`src/rtl/asi_defs.svh`:
```
/*
 * Constants of the converter serial interface: sampling chain, control byte
 * layout, bit counts and timing.
 * Assumes a single 125 MHz system clock and inclusion by the design files.
 */
`ifndef ASI_DEFS_SVH
`define ASI_DEFS_SVH

`define ASI_CLK_MHZ      125
`define ASI_CONV_NS      7500
`define ASI_CONV_CYC     ((`ASI_CONV_NS * `ASI_CLK_MHZ + 999) / 1000)
`define ASI_RES_W        10
`define ASI_CNT_W        4
`define ASI_CTRL_BITS    4'h8
`define ASI_TRACK_BIT    4'h5
`define ASI_CNT_ONE      4'h1
`define ASI_DUTY_W       10
`define ASI_DUTY_MAX     10'h3FF
`define ASI_DUTY_LO      14'h0004
`define ASI_DUTY_HI      14'h0006
`define ASI_DUTY_SCALE   14'h000A
`define ASI_PM_EXT       2'h3
`define ASI_SYNC_SCLK    0
`define ASI_SYNC_CS      1
`define ASI_SYNC_DIN     2
`define ASI_SYNC_SHUTDOWN_PIN    3
`define ASI_SYNC_RST     4'h2

`endif

```
`src/rtl/asi_pkg.sv`:
```
/*
 * Types of the converter serial interface.
 * Assumes asi_defs.svh for the widths it uses.
 */
`include "asi_defs.svh"

package asi_pkg;

    // -------------------------------------------------------------------
    // Sequencer states, Gray coded in declaration order.
    // -------------------------------------------------------------------
    typedef enum logic [2:0] {
        ASI_IDLE  = 3'h0,
        ASI_CTRL  = 3'h1,
        ASI_CONV  = 3'h3,
        ASI_STRB  = 3'h2,
        ASI_SHIFT = 3'h6
    } asi_state_e;

    // Control byte, most significant field first.
    typedef struct packed {
        logic       start;
        logic [2:0] channel_sel;
        logic       polarity_select;
        logic       input_config_select;
        logic       power_mode_hi;
        logic       power_mode_lo;
    } asi_ctrl_s;

    typedef logic [`ASI_RES_W-1:0] asi_result_t;

endpackage : asi_pkg

```
`src/rtl/asi_buf.sv`:
```
/*
 * Two-entry buffer with valid and ready on both sides and a flush.
 * Assumes one clock and an asynchronous active-low reset.
 */
`timescale 1ns/1ps
`default_nettype none
`include "asi_defs.svh"

module asi_buf #(
    parameter int W = `ASI_RES_W
) (
    input  wire logic         clk,
    input  wire logic         rst_b,
    input  wire logic         flush,
    input  wire logic         in_valid,
    output var  logic         in_ready,
    input  wire logic [W-1:0] in_data,
    output var  logic         out_valid,
    input  wire logic         out_ready,
    output var  logic [W-1:0] out_data
);
    logic [W-1:0] mem_q [0:1];
    logic         wr_q;
    logic         rd_q;
    logic [1:0]   cnt_q;
    logic         push;
    logic         pop;

    // Full and empty come straight from the entry count.
    assign in_ready  = (cnt_q != 2'h2);
    assign out_valid = (cnt_q != 2'h0);
    assign out_data  = mem_q[rd_q];
    assign push      = in_valid & in_ready;
    assign pop       = out_valid & out_ready;

    // Storage is written only when a word is accepted.
    always_ff @(posedge clk) begin
        if (push) begin
            mem_q[wr_q] <= in_data;
        end
    end

    // Pointers and count; a flush drops whatever is held.
    always_ff @(posedge clk or negedge rst_b) begin
        if (!rst_b) begin
            wr_q  <= 1'b0;
            rd_q  <= 1'b0;
            cnt_q <= 2'h0;
        end else if (flush) begin
            wr_q  <= 1'b0;
            rd_q  <= 1'b0;
            cnt_q <= 2'h0;
        end else begin
            if (push) begin
                wr_q <= ~wr_q;
            end
            if (pop) begin
                rd_q <= ~rd_q;
            end
            cnt_q <= cnt_q + {1'b0, push} - {1'b0, pop};
        end
    end
endmodule : asi_buf

`default_nettype wire

```
`src/rtl/asi_top.sv`:
```
/*
 * Serial control and readout of a converter: control byte in, result out, strobe, shutdown.
 * Assumes asynchronous link pins sampled by CLOCK and a core result synchronous to CLOCK.
 */
// Behaviour
// - Serial input is captured on each serial clock rising edge.
// - Input bits are ignored while chip select is high.
// - Serial output changes only on serial clock falling edges.
// - Serial output is driven only while chip select is low.
// - Internal mode: strobe low at conversion start, high at its end.
// - External mode: strobe high one serial clock period before MSB decision.
// - External mode: strobe enabled while chip select is low.
// - External mode serial clock duty cycle must be 40% to 60%.
// - Shutdown pin low shuts the block down; otherwise operational.
// - Leading zeros are discarded; first one bit starts the control byte.
// - Control byte: start, channel, polarity, input config, two power bits.
// - Track after fifth control bit, hold after eighth, on falling edges.
`timescale 1ns/1ps
`default_nettype none
`include "asi_defs.svh"
module asi_top
    import asi_pkg::*;
#(
    parameter int CONV_CYC = `ASI_CONV_CYC
) (
    input  wire logic        CLOCK,
    input  wire logic        RST_B,
    input  wire logic        SCLK,
    input  wire logic        CS_B,
    input  wire logic        DIN,
    input  wire logic        SHUTDOWN_B,
    input  wire asi_result_t SAMPLE,
    output var  logic        DOUT,
    output var  logic        DOUT_OE,
    output var  logic        STROBE,
    output var  logic        STROBE_OE,
    output var  logic        TRACK,
    output var  asi_ctrl_s   CTRL,
    output var  logic        DUTY_ERR
);
    // -------------------------------------------------------------------
    // Pin synchronisers
    // -------------------------------------------------------------------
    logic [3:0] pins;
    logic [3:0] s1_q;
    logic [3:0] s2_q;
    logic [3:0] s3_q;
    logic [3:0] f_q;
    logic [3:0] p_q;
    assign pins = {SHUTDOWN_B, DIN, CS_B, SCLK};
    // Three stages per pin, reset with chip select high and the other pins low, so reset brings no false clock edge.
    always_ff @(posedge CLOCK or negedge RST_B) begin
        if (!RST_B) begin
            s1_q <= `ASI_SYNC_RST;
            s2_q <= `ASI_SYNC_RST;
            s3_q <= `ASI_SYNC_RST;
            f_q  <= `ASI_SYNC_RST;
            p_q  <= `ASI_SYNC_RST;
        end else begin
            s1_q <= pins;
            s2_q <= s1_q;
            s3_q <= s2_q;
            f_q  <= (s3_q & ~(s2_q ^ s3_q)) | (f_q & (s2_q ^ s3_q));
            p_q  <= f_q;
        end
    end
    logic sclk_rise;
    logic sclk_fall;
    logic cs_hi;
    logic din;
    logic oper;
    assign sclk_rise = f_q[`ASI_SYNC_SCLK] & ~p_q[`ASI_SYNC_SCLK];
    assign sclk_fall = ~f_q[`ASI_SYNC_SCLK] & p_q[`ASI_SYNC_SCLK];
    assign cs_hi     = f_q[`ASI_SYNC_CS];
    assign din       = f_q[`ASI_SYNC_DIN];
    assign oper      = f_q[`ASI_SYNC_SHUTDOWN_PIN];

    // -------------------------------------------------------------------
    // Sequencer
    // -------------------------------------------------------------------
    asi_state_e               st_q;
    logic [`ASI_CNT_W-1:0]    cnt_q;
    logic [7:0]               sr_q;
    logic                     ext_q;
    logic                     strb_q;
    logic                     track_q;
    logic                     loaded_q;
    logic [`ASI_RES_W-1:0]    sh_q;
    logic                     dout_q;
    logic [31:0]              conv_q;
    asi_ctrl_s                ctrl_q;
    logic                     abort;
    logic                     push;
    logic                     b_ready;
    logic                     b_valid;
    logic                     pop;
    asi_result_t              b_data;
    assign abort = cs_hi | ~oper;
    assign push  = ((st_q == ASI_STRB) & sclk_fall & ~strb_q) |
                   ((st_q == ASI_CONV) & (conv_q == 32'h0));
    assign pop   = b_valid & sclk_fall & ~loaded_q &
                   (((st_q == ASI_STRB) & strb_q) | (st_q == ASI_SHIFT));
    // Control byte capture, track and hold, conversion and strobe.
    always_ff @(posedge CLOCK or negedge RST_B) begin
        if (!RST_B) begin
            st_q    <= ASI_IDLE;
            cnt_q   <= '0;
            sr_q    <= 8'h00;
            ext_q   <= 1'b0;
            strb_q  <= 1'b1;
            track_q <= 1'b0;
            conv_q  <= 32'h0;
            ctrl_q  <= '0;
        end else if (abort) begin
            st_q    <= ASI_IDLE;
            cnt_q   <= '0;
            track_q <= 1'b0;
            strb_q  <= ~ext_q;
        end else begin
            case (st_q)
                ASI_IDLE: begin
                    if (sclk_rise && din) begin
                        sr_q  <= 8'h01;
                        cnt_q <= `ASI_CNT_ONE;
                        st_q  <= ASI_CTRL;
                    end
                end
                ASI_CTRL: begin
                    if (sclk_rise) begin
                        sr_q  <= {sr_q[6:0], din};
                        cnt_q <= cnt_q + `ASI_CNT_ONE;
                    end
                    if (sclk_fall && cnt_q == `ASI_TRACK_BIT) begin
                        track_q <= 1'b1;
                    end
                    if (sclk_fall && cnt_q == `ASI_CTRL_BITS) begin
                        track_q <= 1'b0;
                        ctrl_q  <= sr_q;
                        ext_q   <= (sr_q[1:0] == `ASI_PM_EXT);
                        if (sr_q[1:0] == `ASI_PM_EXT) begin
                            strb_q <= 1'b0;
                            st_q <= ASI_STRB;
                        end else begin
                            strb_q <= 1'b0;
                            conv_q <= CONV_CYC;
                            st_q   <= ASI_CONV;
                        end
                    end
                end
                ASI_CONV: begin
                    if (conv_q != 32'h0) begin
                        conv_q <= conv_q - 32'h1;
                    end else if (b_ready) begin
                        strb_q <= 1'b1;
                        st_q   <= ASI_SHIFT;
                    end
                end
                ASI_STRB: begin
                    if (sclk_fall && !strb_q && b_ready) begin
                        strb_q <= 1'b1;
                    end else if (sclk_fall && strb_q) begin
                        strb_q <= 1'b0;
                        st_q   <= ASI_SHIFT;
                    end
                end
                ASI_SHIFT: begin
                    st_q <= ASI_SHIFT;
                end
                default: begin
                    st_q <= ASI_IDLE;
                end
            endcase
        end
    end
    // Result buffer between the conversion and the shifter.
    asi_buf #(
        .W(`ASI_RES_W)
    ) u_buf (
        .clk      (CLOCK),
        .rst_b    (RST_B),
        .flush    (abort),
        .in_valid (push),
        .in_ready (b_ready),
        .in_data  (SAMPLE),
        .out_valid(b_valid),
        .out_ready(pop),
        .out_data (b_data)
    );
    // Result shifter; the output bit moves only on serial clock falls.
    always_ff @(posedge CLOCK or negedge RST_B) begin
        if (!RST_B) begin
            loaded_q <= 1'b0;
            sh_q     <= '0;
            dout_q   <= 1'b0;
        end else if (abort) begin
            loaded_q <= 1'b0;
        end else if (pop) begin
            loaded_q <= 1'b1;
            dout_q   <= b_data[`ASI_RES_W-1];
            sh_q     <= {b_data[`ASI_RES_W-2:0], 1'b0};
        end else if (sclk_fall && loaded_q) begin
            dout_q <= sh_q[`ASI_RES_W-1];
            sh_q   <= {sh_q[`ASI_RES_W-2:0], 1'b0};
        end
    end

    // -------------------------------------------------------------------
    // Serial clock duty check
    // -------------------------------------------------------------------
    logic [`ASI_DUTY_W-1:0] hi_q;
    logic [`ASI_DUTY_W-1:0] lo_q;
    logic [13:0]            hi_x;
    logic [13:0]            per_x;
    logic                   duty_q;
    assign hi_x  = {4'h0, hi_q} * `ASI_DUTY_SCALE;
    assign per_x = ({4'h0, hi_q} + {4'h0, lo_q});
    // Widths of high and low phase; checked at each rising edge in external mode while chip select is low.
    always_ff @(posedge CLOCK or negedge RST_B) begin
        if (!RST_B) begin
            hi_q   <= '0;
            lo_q   <= '0;
            duty_q <= 1'b0;
        end else begin
            if (sclk_rise) begin
                hi_q <= '0;
                if (ext_q && !cs_hi && lo_q != '0 && hi_q != '0) begin
                    duty_q <= (hi_x < per_x * `ASI_DUTY_LO) |
                              (hi_x > per_x * `ASI_DUTY_HI);
                end
            end else if (f_q[`ASI_SYNC_SCLK] && hi_q != `ASI_DUTY_MAX) begin
                hi_q <= hi_q + 1'b1;
            end
            if (sclk_rise) begin
                lo_q <= '0;
            end else if (!f_q[`ASI_SYNC_SCLK] && lo_q != `ASI_DUTY_MAX) begin
                lo_q <= lo_q + 1'b1;
            end
        end
    end

    // -------------------------------------------------------------------
    // Output registers
    // -------------------------------------------------------------------
    always_ff @(posedge CLOCK or negedge RST_B) begin
        if (!RST_B) begin
            DOUT      <= 1'b0;
            DOUT_OE   <= 1'b0;
            STROBE    <= 1'b1;
            STROBE_OE <= 1'b0;
            TRACK     <= 1'b0;
            CTRL      <= '0;
            DUTY_ERR  <= 1'b0;
        end else begin
            DOUT      <= dout_q;
            DOUT_OE   <= ~cs_hi & oper;
            STROBE    <= strb_q;
            STROBE_OE <= oper & (~ext_q | ~cs_hi);
            TRACK     <= track_q;
            CTRL      <= ctrl_q;
            DUTY_ERR  <= duty_q;
        end
    end
endmodule : asi_top

`default_nettype wire

```
`config.mk`:
```
export PLATFORM = sky130hd
export DESIGN_NAME = asi_top
export DESIGN_NICKNAME = d
export VERILOG_FILES = /design/src/rtl/asi_pkg.sv /design/src/rtl/asi_buf.sv /design/src/rtl/asi_top.sv
export VERILOG_INCLUDE_DIRS = /design/src /design/src/rtl
export SDC_FILE = /design/constraint.sdc
export NUM_CORES = 1
export LEC_CHECK = 0
export ABC_AREA = 1
export BUFFER_PORTS_ARGS = -buffer_cell sky130_fd_sc_hd__buf_2
export CORE_ASPECT_RATIO = 1.5
export CORE_UTILIZATION = 40
export DETAILED_ROUTE_END_ITERATION = 10
export GPL_ROUTABILITY_DRIVEN = 1
export PLACE_DENSITY_LB_ADDON = 0.15
export RECOVER_POWER = 100
export SLEW_MARGIN = 20
export SYNTH_ARGS = -nofsm -noshare
export SYNTH_HDL_FRONTEND = slang
export SYNTH_SLANG_ARGS = --single-unit
```
`constraint.sdc`:
```
create_clock -name CLOCK -period 4.1 [get_ports CLOCK]
set_input_delay 0.205 -clock CLOCK [delete_from_list [all_inputs] [get_ports CLOCK]]
set_output_delay 0.205 -clock CLOCK [all_outputs]
set_load 0.01 [all_outputs]
```
==> results.toml <==
[cells_and_area]
stdcell_count = 1385
fin_nets = 1184
regArea_um2 = 3740
final_layout_size_suffix_gt1_share_pct = 10.6
n_antenna_cell = 0
fin_area_um2 = 10100
area_growth_pct = 13.6
nFillCells = 2159
final_core_util_pct = 46.3
multiInputGateArea_um2 = 4580

[yosys]
ys_ff_latch = 145
avgSynthCellArea_um2 = 8.48
synth_cell_type_count = 60
synthCells = 1044
ys_seq_area_share_pct = 42.2
ys.flop_type = "dfrtp_1"
synth_top_family_by_area = "simple AND/OR/NAND/NOR gates"
yosys_warnings = 0
synth-edff-count = 20
synth.area.mux_share_pct = 0
syn_area_um2 = 8850
synth_compound_area_share_pct = 13.1
synth_fa_ha_area_share_pct = 10.3
synth_xor_xnor_area_share_pct = 4.06
synthSimpleGateAreaFrac_pct = 24.1
postSynth.asyncResetShare_pct = 86.2
synth_nets = 1128

[clock_network]
root_buffer = "clkbuf_16"
cts_inserted_buffers = 17
cts_tree = "yes"
clock_sinks = 145
clock_latency_ps = 430
cts_buffer_depth = 2
ctsHtreeMaxLevel = 4
path_clk_slew_ps = 60
post_cts_buffers = 0

[route]
vias = 7099
via_per_inst = 5.13
wl_per_cell_um = 15.3
drtPass1Iterations = 6
finalWirelength_um = 21100
antenna_left = 0
drt_iter0_drc = 386
drcViolationCount = 0

[sta]
fin_tns_setup_ps = 0
fmax_mhz = 263
finalSetupViolations = 0
hold_violations = 0
drv_slew = 91
holdWs_ps = 347
finClkSkew_ps = 14.5
tightestPinTransition_ps = 2300
relSlewSlack_pct = -53.5
setup_ws_ps = 303
period_share_pct = 92.6
finalCriticalPeriod_ps = 3800

[grt]
grt_pass1_vias = 7033
globalRoute.totalOverflow = 0
grt_pass1_wl_um = 34900
antenna_found_initial = 0
track_usage_pct = 20.0
grt_max_degree = 91

[die]
start_util_pct = 40.8
die_x_um = 123
core_region_area_um2 = 21700
die_area_um2 = 22700
fp.dieH_um = 184
rows = 66
ios = 30

[place]
dpl.cell_count = 1338
place_ws_ps = 65.6
hpwl_um = 16000
gp_congestion = 0.921
post_dp_cell_area_um2 = 9310
io_buffers = 29

[setup_path]
crit_required_ps = 4410
cp_data_arrival_time_ps = 4100
crit_path_end_kind = "flip-flop"
cp_slowest_cell = "dfrtp_1"
worst_path_most_repeated_cell = "nand2_1"
worstSetupPathType = "flip-flop to flip-flop"
start_kind = "flip-flop"
cpPeakStageDelay_ps = 470
critPathMaxFanout = 6

[power]
power_density_nw_per_um2 = 531
vdd_drop_max_uv = 337
finalPower_mw = 5.34
p_leak_nw = 4.77

[run_status]
violations = "capacitance limit, slew limit"
status = "finished with violations"

[min_path]
holdCritPathClass = "flip-flop to flip-flop"

[flow_run]
drv_cap = 1
cell usage in the layout (no fill, tap or decap), types with 6 or more instances in the layout:
master	synthesis	routed
xor2_1	31	28
o22ai_1	9	9
buf_2	3	10
nor2_2	9	9
clkbuf_16	0	18
a31oi_1	11	10
nor3_1	14	14
o21ai_0	40	56
clkbuf_1	5	21
nand2_2	11	9
ha_1	65	59
nand4_1	25	27
inv_2	9	6
nor2_1	111	113
a21oi_1	39	40
xnor2_1	10	10
edfxtp_1	20	20
nand3_1	63	64
o31ai_1	17	18
nand2_1	201	203
dfrtp_1	119	118
inv_1	113	115
or2_2	12	12
o211ai_1	14	14
dlygate4sd3_1	0	15
metal layers:
layer | part of all wire [%] | track usage [%]
met1 | 41 | 23.0
met2 | 53 | 35.6
met3 | 2.2 | 3.25
met4 | 3.7 | 9.11
met5 | 0 | 0
worst max-delay path: cells and delay by family, from the launching register on:
| kind | cells | cell delay, ps |
|---|---|---|
| xor+xnor | 1 | 240 |
| flops | 1 | 470 |
| fa+ha+maj | 3 | 1030 |
| buf+inv | 3 | 210 |
| simple gates | 11 | 890 |
| compound gates | 7 | 840 |
power breakdown:
group | switching, mW | internal [mW] | total, mW
combinational | 1.27 | 0.762 | 2.03
clock | 0.636 | 0.960 | 1.60
sequential | 0.133 | 1.58 | 1.71
total | 2.03 | 3.30 | 5.34
repair_timing:
item                       4_1_cts  5_1_grt
hold endpoints to repair       108        0
hold buffers                    15        0
setup endpoints to repair        0        1
resized for setup                0       18
area by class of cell:
| cell class | instances | share of cell area (%) |
|---|---|---|
| sequential | 145 | 37.2 |
| clock inverter | 13 | 1.46 |
| tap | 272 | 3.38 |
| timing repair buffer | 53 | 3.25 |
| inverter | 122 | 4.55 |
| multi-input combinational | 761 | 45.6 |
| clock buffer | 19 | 4.62 |
kinds of logic (layout without fill, tap and decap cells):
group	after synthesis	count (layout)
adders and majority gates	72	72
buffers and inverters	138	207
AOI/OAI and AO/OA	181	181
xor gates and xnor gates	41	41
and+or+nand+nor	467	467
DFF	145	145
worst paths after layout:
| kind | end | slack (ps) | depth (start not counted) | start |
|---|---|---|---|---|
| setup / recovery | duty_q$_DFFE_PN0P_ | 300 | 25 | hi_q[3]$_DFFE_PN0P_ |
| setup reg to reg | duty_q$_DFFE_PN0P_ | 300 | 25 | hi_q[3]$_DFFE_PN0P_ |
| hold reg to reg | s2_q[0]$_DFF_PN0_ | 350 | 0 | s1_q[0]$_DFF_PN0_ |
| min in group asynchronous | conv_q[12]$_DFFE_PN0P_ | 960 | 2 | RST_B |
| max in group asynchronous | TRACK$_DFF_PN0_ | 1230 | 3 | RST_B |
| hold / removal | s2_q[0]$_DFF_PN0_ | 350 | 0 | s1_q[0]$_DFF_PN0_ |
registers in the layout, indices dropped and copies added (netlist names), 8 cells and up, named ones only:
| signal | flops |
|---|---|
| lo_q | 10 |
| conv_q | 32 |
| sr_q | 8 |
| u_buf.mem_q | 20 |
| CTRL | 8 |
| hi_q | 10 |
| ctrl_q | 8 |
| sh_q | 9 |
cell usage after synthesis, drive strengths merged (17+ instances only):
cell type | count | share of area (%)
nand2 | 214 | 9.6
nor2 | 125 | 6.0
inv | 122 | 5.2
dfrtp | 119 | 34
nand3 | 66 | 4.0
ha | 65 | 9.2
o21ai | 59 | 3.4
a21oi | 41 | 2.4
xor2 | 31 | 3.1
nand4 | 27 | 2.0
edfxtp | 20 | 6.8
o31ai | 19 | 1.8
nor3 | 17 | 1.1
Note: power is estimated with default switching activity, not from simulation.
